**src/rtl/rx_readout_cfg.svh**
```systemverilog
`ifndef RX_READOUT_CFG_SVH
`define RX_READOUT_CFG_SVH

// read address map, 7-bit addresses
`define ADDR_WIDTH 7
`define ADDR_RX_WORD3 7'h13
`define ADDR_UNCORR_W0 7'h18
`define ADDR_UNCORR_W1 7'h19
`define ADDR_UNCORR_W2 7'h1A
`define ADDR_UNCORR_W3 7'h1B
`define ADDR_UNCORR_W4 7'h1C
`define ADDR_REPEAT_COUNT 7'h1D
`define ADDR_ADC_RESULT 7'h20
`define ADDR_TONE_OFFSET 7'h30

// field layout
`define RX_WORD_WIDTH 40
`define PARITY_BITS 12
`define REPEAT_COUNT_WIDTH 4
`define DATA_LSB_POS 12
`define ERASURE_LIMIT 2

// reset values of the result registers
`define RESET_BYTE 8'h00
`define RESET_WORD 40'h00_0000_0000

`endif

```
**src/rtl/rx_readout_pkg.sv**
```systemverilog
`default_nettype none
package rx_readout_pkg;

    typedef enum logic [3:0] {
        status_clean = 4'b0000,
        status_par1 = 4'b0001,
        status_par2 = 4'b0010,
        status_fix1 = 4'b0100,
        status_fix1_par1 = 4'b0101,
        status_fix2 = 4'b1000,
        status_erase = 4'b1100,
        status_erase_par1 = 4'b1101,
        status_erase_par2 = 4'b1110,
        status_failed = 4'b1111
    } decode_status_type;

endpackage : rx_readout_pkg
`default_nettype wire

```
**src/rtl/rx_decode_readout_regs.sv**
```systemverilog
`include "rx_readout_cfg.svh"
`default_nettype none
module rx_decode_readout_regs #(
    parameter int WORD_WIDTH = `RX_WORD_WIDTH,
    parameter int CW = `REPEAT_COUNT_WIDTH
) (
    input wire logic clock_i,
    input wire logic reset_n_i,
    input wire logic rd_en_i,
    input wire logic [`ADDR_WIDTH-1:0] rd_addr_i,
    output logic [7:0] rd_data_o,
    output logic rd_valid_o,
    input wire logic repeat_clear_i,
    input wire logic repeat_valid_i,
    input wire logic [WORD_WIDTH-1:0] repeat_word_i,
    input wire logic decode_done_i,
    input wire logic [3:0] corrected_nibble_i,
    input wire logic [1:0] parity_errors_i,
    input wire logic [1:0] data_fixes_i,
    input wire logic uncorrectable_i,
    input wire logic adc_done_i,
    input wire logic [7:0] adc_data_i,
    input wire logic tone_valid_i,
    input wire logic [7:0] tone_offset_hz_i
);
    ////////////////////////////////////////////////////////////////////////////
    logic [WORD_WIDTH-1:0] voted;
    logic [CW-1:0] tally_count;
    logic [6:0] erased_count;

    vote_tally #(
        .WIDTH(WORD_WIDTH),
        .CW(CW)
    ) u_tally (
        .clock_i(clock_i),
        .reset_n_i(reset_n_i),
        .clear_i(repeat_clear_i),
        .word_valid_i(repeat_valid_i),
        .word_i(repeat_word_i),
        .voted_o(voted),
        .repeat_count_o(tally_count),
        .erased_count_o(erased_count)
    );

    ////////////////////////////////////////////////////////////////////////////
    // only legal codes come out of this function; any mix beyond them is a failure
    function automatic rx_readout_pkg::decode_status_type encode_status(
        input logic [1:0] par,
        input logic [1:0] fix,
        input logic fail,
        input logic many_erased
    );
        rx_readout_pkg::decode_status_type s;
        s = rx_readout_pkg::status_failed;
        if (fail || par == 2'h3 || fix == 2'h3) begin
            s = rx_readout_pkg::status_failed;
        end else if (many_erased) begin
            unique case (par)
                2'h0: s = rx_readout_pkg::status_erase;
                2'h1: s = (fix > 2'h1) ? rx_readout_pkg::status_failed : rx_readout_pkg::status_erase_par1;
                default: s = (fix != 2'h0) ? rx_readout_pkg::status_failed : rx_readout_pkg::status_erase_par2;
            endcase
        end else if (fix == 2'h0) begin
            unique case (par)
                2'h0: s = rx_readout_pkg::status_clean;
                2'h1: s = rx_readout_pkg::status_par1;
                default: s = rx_readout_pkg::status_par2;
            endcase
        end else if (fix == 2'h1 && par == 2'h0) begin
            s = rx_readout_pkg::status_fix1;
        end else if (fix == 2'h1 && par == 2'h1) begin
            s = rx_readout_pkg::status_fix1_par1;
        end else if (fix == 2'h2 && par == 2'h0) begin
            s = rx_readout_pkg::status_fix2;
        end
        return s;
    endfunction : encode_status

    ////////////////////////////////////////////////////////////////////////////
    logic [3:0] nibble;
    logic [3:0] next_nibble;
    rx_readout_pkg::decode_status_type status;
    rx_readout_pkg::decode_status_type next_status;
    logic [WORD_WIDTH-1:0] uncorrected;
    logic [WORD_WIDTH-1:0] next_uncorrected;
    logic [7:0] repeat_count;
    logic [7:0] next_repeat_count;
    logic [7:0] adc_result;
    logic [7:0] next_adc_result;
    logic [7:0] tone_code;
    logic [7:0] next_tone_code;
    rx_readout_pkg::decode_status_type new_status;

    assign new_status = encode_status(parity_errors_i, data_fixes_i, uncorrectable_i,
        erased_count > 7'(`ERASURE_LIMIT));

    always_comb begin
        next_nibble = nibble;
        next_status = status;
        next_uncorrected = uncorrected;
        next_repeat_count = repeat_count;
        next_adc_result = adc_result;
        next_tone_code = tone_code;
        if (decode_done_i) begin
            next_status = new_status;
            // a failed decode reports the raw voted data bits, not the engine's guess
            if (new_status == rx_readout_pkg::status_failed) begin
                next_nibble = voted[`DATA_LSB_POS +: 4];
            end else begin
                next_nibble = corrected_nibble_i;
            end
            next_uncorrected = voted;
            next_repeat_count = 8'(tally_count);
        end
        if (adc_done_i) begin
            next_adc_result = adc_data_i;
        end
        if (tone_valid_i) begin
            // the listed codes sit one step below the plain offset from 6 kHz
            next_tone_code = tone_offset_hz_i - 8'h01;
        end
    end

    always_ff @(posedge clock_i or negedge reset_n_i) begin
        if (!reset_n_i) begin
            nibble <= 4'h0;
            status <= rx_readout_pkg::status_clean;
            uncorrected <= `RESET_WORD;
            repeat_count <= `RESET_BYTE;
            adc_result <= `RESET_BYTE;
            tone_code <= `RESET_BYTE;
        end else begin
            nibble <= next_nibble;
            status <= next_status;
            uncorrected <= next_uncorrected;
            repeat_count <= next_repeat_count;
            adc_result <= next_adc_result;
            tone_code <= next_tone_code;
        end
    end

    ////////////////////////////////////////////////////////////////////////////
    // read port: data registered one cycle after the strobe, unmapped reads return zero
    logic [7:0] next_rd_data;
    logic next_rd_valid;

    always_comb begin
        next_rd_valid = rd_en_i;
        next_rd_data = rd_data_o;
        if (rd_en_i) begin
            unique case (rd_addr_i)
                `ADDR_RX_WORD3: next_rd_data = {nibble, status};
                `ADDR_UNCORR_W0: next_rd_data = uncorrected[39:32];
                `ADDR_UNCORR_W1: next_rd_data = uncorrected[31:24];
                `ADDR_UNCORR_W2: next_rd_data = uncorrected[23:16];
                `ADDR_UNCORR_W3: next_rd_data = uncorrected[15:8];
                `ADDR_UNCORR_W4: next_rd_data = uncorrected[7:0];
                `ADDR_REPEAT_COUNT: next_rd_data = repeat_count;
                `ADDR_ADC_RESULT: next_rd_data = adc_result;
                `ADDR_TONE_OFFSET: next_rd_data = tone_code;
                default: next_rd_data = 8'h00;
            endcase
        end
    end

    always_ff @(posedge clock_i or negedge reset_n_i) begin
        if (!reset_n_i) begin
            rd_data_o <= 8'h00;
            rd_valid_o <= 1'b0;
        end else begin
            rd_data_o <= next_rd_data;
            rd_valid_o <= next_rd_valid;
        end
    end
endmodule : rx_decode_readout_regs
`default_nettype wire

```
**src/rtl/vote_tally.sv**
```systemverilog
`include "rx_readout_cfg.svh"
`default_nettype none
module vote_tally #(
    parameter int WIDTH = `RX_WORD_WIDTH,
    parameter int CW = `REPEAT_COUNT_WIDTH
) (
    input wire logic clock_i,
    input wire logic reset_n_i,
    input wire logic clear_i,
    input wire logic word_valid_i,
    input wire logic [WIDTH-1:0] word_i,
    output logic [WIDTH-1:0] voted_o,
    output logic [CW-1:0] repeat_count_o,
    output logic [6:0] erased_count_o
);
    logic [CW-1:0] ones [WIDTH];
    logic [CW-1:0] next_ones [WIDTH];
    logic [CW-1:0] repeat_count;
    logic [CW-1:0] next_repeat_count;
    logic [WIDTH-1:0] erased;
    logic at_limit;

    // saturating count: once full, further repeats are dropped so votes stay consistent
    assign at_limit = &repeat_count;

    always_comb begin
        next_repeat_count = repeat_count;
        if (clear_i) begin
            next_repeat_count = '0;
        end else if (word_valid_i && !at_limit) begin
            next_repeat_count = repeat_count + 1'b1;
        end
    end

    genvar b;
    generate
        for (b = 0; b < WIDTH; b++) begin : g_bit
            always_comb begin
                next_ones[b] = ones[b];
                if (clear_i) begin
                    next_ones[b] = '0;
                end else if (word_valid_i && !at_limit && word_i[b]) begin
                    next_ones[b] = ones[b] + 1'b1;
                end
            end

            always_ff @(posedge clock_i or negedge reset_n_i) begin
                if (!reset_n_i) begin
                    ones[b] <= '0;
                end else begin
                    ones[b] <= next_ones[b];
                end
            end

            // twice the ones against the repeat count: more wins, equal to a nonzero count means erased
            assign voted_o[b] = {ones[b], 1'b0} > {1'b0, repeat_count};
            assign erased[b] = (repeat_count != '0) && ({ones[b], 1'b0} == {1'b0, repeat_count});
        end
    endgenerate

    always_ff @(posedge clock_i or negedge reset_n_i) begin
        if (!reset_n_i) begin
            repeat_count <= '0;
        end else begin
            repeat_count <= next_repeat_count;
        end
    end

    always_comb begin
        erased_count_o = '0;
        for (int i = 0; i < WIDTH; i++) begin
            erased_count_o = erased_count_o + 7'(erased[i]);
        end
    end

    assign repeat_count_o = repeat_count;
endmodule : vote_tally
`default_nettype wire

```
**config.mk**
```make
export PLATFORM = sky130hd
export DESIGN_NAME = rx_decode_readout_regs
export DESIGN_NICKNAME = d
export VERILOG_FILES = /design/src/rtl/rx_readout_pkg.sv /design/src/rtl/rx_decode_readout_regs.sv /design/src/rtl/vote_tally.sv
export VERILOG_INCLUDE_DIRS = /design/src /design/src/rtl
export SDC_FILE = /design/constraint.sdc
export NUM_CORES = 1
export LEC_CHECK = 0
export ABC_AREA = 1
export BUFFER_PORTS_ARGS = -buffer_cell sky130_fd_sc_hd__buf_2
export CORE_ASPECT_RATIO = 1.2
export CORE_UTILIZATION = 40
export DETAILED_ROUTE_END_ITERATION = 7
export PLACE_DENSITY = 0.63
export SLEW_MARGIN = 10
export SYNTH_ARGS = -nofsm -noshare
export SYNTH_HDL_FRONTEND = slang
export SYNTH_SLANG_ARGS = --single-unit
```
**constraint.sdc**
```tcl
create_clock -name clock_i -period 7.5 [get_ports clock_i]
set_input_delay 1.5 -clock clock_i [delete_from_list [all_inputs] [get_ports clock_i]]
set_output_delay 1.5 -clock clock_i [all_outputs]
set_load 0.03 [all_outputs]
```
## Word-level counts from Yosys, hierarchy flattened

Index checks and enable logic that the tools add are counted.

| word-level totals | value |
|---|---|
| input port bits | 80 |
| output and inout bits | 9 |
| logic and storage cells | 454 |
| register bits | 241 |

| operators by class | value |
|---|---|
| reduce and logical (&&, ||, !) cells | 133 |
| order comparisons | 42 |
| add/sub/neg operators | 81 |
| multiplexer cells | 94 |
| eq/ne operators | 55 |

Operators with widths:

| operator | number |
|---|---|
| $mux 4 | 88 |
| $add 7x1->7 | 38 |
| $eq 5x4->1 | 40 |
| $gt 5x4->1 | 40 |
| $add 4x1->4 const B | 41 |
| $logic_and 1x1->1 | 84 |
| $reduce_bool 2->1 | 42 |
| $pmux 8 s9 | 1 |
| $eq 7x5->1 const B | 7 |
| $eq 7x6->1 const B | 2 |
| $pmux 2 s2 | 2 |
| $sub 8x1->8 const B | 1 |
| $gt 7x2->1 const B | 1 |
| $eq 2x2->1 const B | 3 |
| $eq 2x1->1 const B | 2 |
| $eq 4x4->1 const B | 1 |
| $logic_not 2->1 | 2 |
| $reduce_and 4->1 | 1 |
| $reduce_bool 4->1 | 1 |
| $mux 3 | 1 |
| $add 1x1->2 | 1 |
| $gt 2x1->1 const B | 1 |
| $logic_or 1x1->1 | 2 |
| $mux 2 | 1 |
| 2 further kinds | 2 |

## Longest topological paths before layout

| depth | value |
|---|---|
| depth in word-level cells | 46 |
| mapped depth | 27 |
| gate-level depth less buffers | 27 |

## Hierarchy

Synthesis repeated with hierarchy kept, for this count alone.

| unflattened totals | value |
|---|---|
| cell total of the unflattened synthesis | 2257 |
| area total of the unflattened synthesis | 16913.7 um2 |

Modules (own cells, without submodules):

| module | seq. area each (um2) | times used | cells each | area an instance (um2) |
|---|---|---|---|---|
| vote_tally | 4103.9 | 1 | 1750 | 12995.0 |
| rx_decode_readout_regs | 1926.8 | 1 | 507 | 3918.8 |

## Worst setup path before layout

Ideal clock, no wire load.

| timing path | value |
|---|---|
| path type | register to register |
| from | register u_tally.repeat_count[1], in the netlist u_tally.repeat_count_o[1] |
| to | register status[3] |
| slack | -154 ps |
| buffers on the path | 1 |
| required time | 7383 ps |
| stages on the path, launching flop included | 27 |
| data arrival time | 7537 ps |
| cells stage by stage | dfrtp_1 > inv_1 > ha_1 > nand3_1 > inv_1 > buf_2 > nor2_1 > ha_1 > inv_1 > fa_1 > fa_1 > fa_1 > fa_1 > fa_1 > fa_1 > inv_1 > fa_1 > inv_1 > fa_1 > inv_1 > fa_1 > inv_1 > o21ai_0 > nor3b_1 > nand3_1 > nand2_1 > nand2_1 |

| on the way | value |
|---|---|
| longest elaborated chain between the ends | 44 |
| elaborated cells between the ends (all ways) | 123 |
| classes of those cells | 39 x add/sub; 1 x order compare; 40 x eq/ne; 2 x mux; 41 x reduce/logical |

RTL lines:

| item | line | text |
|---|---|---|
| from (decl) | vote_tally.sv:18 | `logic [CW-1:0] repeat_count;` |
| from (signal assigned) | vote_tally.sv:65 | `repeat_count <= next_repeat_count;` |
| $eq 5x4->1 / $reduce_bool 4->1 (equally long branches) | vote_tally.sv:57 | `assign erased[b] = (repeat_count != '0) && ({ones[b], 1'b0} == {1'b0, repeat_count});` |
| $logic_and 1x1->1 | vote_tally.sv:57 |  |
| $add 1x1->2 | vote_tally.sv:72 | `erased_count_o = erased_count_o + 7'(erased[i]);` |
| $add 7x1->7 (37 in a row) | vote_tally.sv:72 |  |
| $add 7x1->7 (*) | vote_tally.sv:72 |  |
| $gt 7x2->1 (*) | rx_decode_readout_regs.sv:95 | `` erased_count > 7'(`ERASURE_LIMIT)); `` |
| $mux 4 (*) | rx_decode_readout_regs.sv:57 | `end else if (many_erased) begin` |
| $mux 4 (*) | rx_decode_readout_regs.sv:55 | `if (fail \|\| par == 2'h3 \|\| fix == 2'h3) begin` |
| to (signal assigned) | rx_decode_readout_regs.sv:127 | `status <= rx_readout_pkg::status_clean;` |
| to (signal assigned) | rx_decode_readout_regs.sv:134 | `status <= next_status;` |
| to (decl) | rx_decode_readout_regs.sv:82 | `rx_readout_pkg::decode_status_type status;` |

Every way passes the cells marked *; elsewhere a longest branch is shown, timed or not.
A chain may end at the register's enable or synchronous reset.

## Worst setup path after layout

| timing path | value |
|---|---|
| from | register u_tally.repeat_count[3], in the netlist u_tally.repeat_count_o[3] |
| to | register status[2] |

The elaborated chain is that of the path after synthesis.

==> summary.md <==
| Metric | Value |
|---|---|
| Syn_nets | `2194` |
| Post-synthesis mux area share | `0.557%` |
| N_diodes | `0` |
| Required @ worst endpoint | `7.93 ns` |
| Max-cap viol count | `0` |
| CTS root buf | `clkbuf_16` |
| Status | `completed` |
| TritonCTS buffer count | `27` |
| Drt total wl | `40.7 mm` |
| Hold Path Cell Cnt | `2` |
| Maximum VDD drop | `0.515 mV` |
| First-pass GRT wire length | `66.9 mm` |
| # clock sinks | `241` |
| ANT nets after route | `0` |
| Via count | `13400` |
| Slew Limit Fails | `0` |
| RSZ-0062 raised after global routing | `no` |
| Leakage power figure | `9.26 nW` |
| Setup crit end kind | `flop` |
| Initial antenna violation count | `0` |
| Power Internal | `2.87 mW` |
| Net Sw Frac | `35.9%` |
| Post-Syn Area | `16200 sq um` |
| RD Place Congestion | `0.891` |
| Worst setup margin | `0.363 ns` |
| Fraction of layout cells with a size suffix above 1 | `12.1%` |
| Reg2reg path depth | `26` |
| Setup TNS | `0 ns` |
| Htree depth | `1` |
| WP data arrival | `7.57 ns` |
| Synth Area in Compound Gates | `12.0%` |
| Post-Synthesis Cells | `1908` |
| Relative slew slack | `35.0%` |
| Die Y | `222 um` |
| Unique masters post-synth | `40` |
| Syn avg cell area | `8.48 sq um` |
| Asr flop ratio synth | `100%` |
| Core area | `39800 sq um` |
| Drt pass-1 iters | `5` |
| Startpoint types | `flop` |
| Adder-cell share of the synthesized area | `17.4%` |
| Synth Warn # | `0` |
| Beginning of the worst hold path | `nibble[3]$_DFFE_PN0P_` |
| Final instance area | `18100 sq um` |
| Die width | `186 um` |
| Number of global-route vias before repair | `13200` |
| Worst Setup SP | `u_tally.repeat_count_o[3]$_DFFE_PN0P_` |
| Path type of the worst setup path | `reg -> reg` |
| Initial DRC Count | `815` |
| Setup violations, final | `0` |
| Post-synth EDFFs | `0` |
| Clk buf depth | `3` |
| IO Pins | `89` |
| Placement row count | `80` |
| Sequential cell area fraction in the yosys report | `37.3%` |
| Post-synthesis xor/xnor area fraction | `0.108%` |
| Final Hold Fails | `0` |
| Final Net Count | `2277` |
| I/O Buffers | `88` |
| Dpl ws | `0.269 ns` |
| Clk pin slew, worst setup/hold paths | `0.06 ns` |
| Worst-Margin Slew | `0.975 ns` |
| Seq pwr share | `32.0%` |
| Upper clock frequency limit | `140 MHz` |
| Pwr dens | `247 nW/um^2` |
| Initial Util | `40.6%` |
| WL/cell | `16.0 um` |
| FF-to-FF Start | `u_tally.repeat_count_o[3]$_DFFE_PN0P_` |
| Fin crit period | `7.14 ns` |
| Dpl hpwl | `29.9 mm` |
| P_sw | `1.61 mW` |
| Synthesis-to-finish area growth | `12.0%` |
| FILL cells | `3906` |
| Die ar. | `41200 sq um` |
| Simple-Gate Fraction of Synth Area | `26.2%` |
| Grt ovf | `0` |
| # DRC | `0` |
| Ys flop type | `dfrtp_1` |
| Logic pwr share | `37.6%` |
| Cell Area, Placed | `17200 sq um` |
| Largest net degree at the start of global routing | `140` |
| Clock share of power | `30.3%` |
| Clock skew | `0.0219 ns` |
| Avg Vias per Cell | `5.25` |
| Largest family of logic cells by synthesized area | `simple AND/OR/NAND/NOR gates` |
| Hold crit path type | `reg -> reg` |
| Final worst-path cycle share | `95.2%` |
| Gr usage total | `20.3%` |
| Power Total | `4.48 mW` |
| #FFs+latches synth | `241` |
| TritonCTS clock tree | `done` |
| Critical Path Fanout Max | `19` |
| Worst skew pair latency | `0.56 ns` |
metrics by stage:
stage                     utilization (%)  hold WS, ns  cells
after floorplan                         -        0.449   1908
after global placement               43.1        0.469   2494
after detailed placement             43.1        0.470   2494
after CTS                            45.4        0.485   2543
after global routing                 45.5        0.510   2544
final                                45.5        0.480   2544
worst max-delay path, stage by stage, from the launching register on:
cell and delay (ns):
dfrtp_1 0.40, clkinvlp_4 0.19, buf_4 0.26, ha_1 0.31, inv_1 0.05, nor3_1 0.22, nand4_1 0.17, fa_1 0.53
fa_1 0.52, inv_1 0.07, fa_1 0.50, inv_1 0.05, fa_1 0.46, fa_1 0.52, fa_1 0.55, inv_1 0.06
fa_1 0.52, inv_1 0.05, fa_1 0.41, inv_1 0.09, fa_1 0.41, inv_1 0.06, o21ai_0 0.07, nor3b_1 0.26
nand3_1 0.12, nand2_1 0.09, nand2_1 0.07
state kept, by name, summed over array words and instances (netlist names):
name / flops
tone_code: 8
u_tally.ones: 160
repeat_count: 4
u_tally.repeat_count_o: 4
rd_valid_o: 1
uncorrected: 40
nibble: 4
status: 4
adc_result: 8
rd_data_o: 8
cell type report:
type / count / area (sq um) / share of cell area [%]
sequential: 241 / 6030 / 33.3
clock buffer: 37 / 793 / 4.38
clock inverter: 12 / 123 / 0.677
timing repair buffer: 105 / 634 / 3.50
inverter: 201 / 767 / 4.23
tap: 533 / 667 / 3.68
multi-input combinational: 1415 / 9100 / 50.2
cells by family (layout without fill, tap and decap cells):
| kind of cell | Yosys count | count (layout) |
|---|---|---|
| buf+inv | 252 | 355 |
| flops | 241 | 241 |
| compound gates | 348 | 348 |
| xor+xnor | 2 | 2 |
| fa+ha+maj | 206 | 206 |
| simple gates | 851 | 851 |
| mux | 8 | 8 |
metal layers:
| layer | track usage, % | vias to the layer above | wire length [um] |
|---|---|---|---|
| li1 | - | 6638 | - |
| met1 | 25.8 | 6410 | 18100 |
| met2 | 35.4 | 233 | 19900 |
| met3 | 1.95 | 74 | 1380 |
| met4 | 7.17 | 0 | 1280 |
| met5 | 0 | - | 0 |
cell usage after synthesis, types with 2 or more instances:
| master | count | area, sq um |
|---|---|---|
| a21oi_1 | 131 | 656 |
| a31oi_1 | 24 | 150 |
| buf_1 | 2 | 7.51 |
| buf_12 | 3 | 60.1 |
| buf_2 | 12 | 60.1 |
| buf_4 | 7 | 52.6 |
| clkbuf_1 | 26 | 97.6 |
| dfrtp_1 | 241 | 6030 |
| fa_1 | 31 | 621 |
| ha_1 | 175 | 2190 |
| inv_1 | 200 | 751 |
| mux2_2 | 8 | 90.1 |
| nand2_1 | 306 | 1150 |
| nand2_2 | 2 | 12.5 |
| nand3_1 | 174 | 871 |
| nand3b_1 | 7 | 52.6 |
| nand4_1 | 36 | 225 |
| nor2_1 | 177 | 664 |
| nor2_2 | 19 | 119 |
| nor2_4 | 45 | 507 |
| nor2_8 | 7 | 140 |
| nor3_1 | 39 | 195 |
| nor3b_1 | 34 | 255 |
| o21a_1 | 40 | 300 |
| o21ai_0 | 118 | 591 |
| o21ai_1 | 7 | 35.0 |
| o31ai_1 | 23 | 173 |
| or2_2 | 2 | 12.5 |
cell usage in the layout, fill, tap and decap left out, types with 2 or more instances in the layout:
master and n:
nor2_1 177, clkinv_2 7, nand3b_1 7, o21ai_1 7, dfrtp_1 241, o31ai_1 23
nor3b_1 34, nor2_2 19, a31oi_1 24, nand2_1 306, clkinvlp_4 5, nand2_2 2
o21a_1 40, o21ai_0 118, ha_1 175, nor2_8 7, fa_1 31, clkbuf_1 2
or2_2 2, clkbuf_16 27, mux2_2 8, bufinv_16 2, nand4_1 36, buf_12 4
nor3_1 39, inv_1 195, clkbuf_8 8, a21oi_1 131, nor2_4 45, buf_4 13
buf_2 86, nand3_1 174
power groups by stage:
stage	Sequential [mW]	Combinational [mW]	Clock, mW
after floorplan	1.43	1.28	0
after global placement	1.46	1.63	0
after detailed placement	1.46	1.68	0
after CTS	1.44	1.70	1.39
after global routing	1.44	1.95	1.44
final	1.44	1.69	1.36
worst paths after layout:
path,endpoint,slack (ns)
setup / recovery,status[2]$_DFFE_PN0P_,0.36
hold / removal,nibble[3]$_DFFE_PN0P_,0.48
setup reg to reg,status[2]$_DFFE_PN0P_,0.36
hold reg to reg,nibble[3]$_DFFE_PN0P_,0.48
max in group asynchronous,adc_result[1]$_DFFE_PN0P_,5.28
min in group asynchronous,u_tally.ones[37]$_DFFE_PN0P_,0.97
what timing repair did:
| action | 4_1_cts | 5_1_grt |
|---|---|---|
| endpoints found under the setup margin | 0 | 2 |
| setup buffers | 0 | 1 |
| resized for setup | 0 | 1 |
| hold buffers | 0 | 0 |
(Power assumes the default switching activity.)
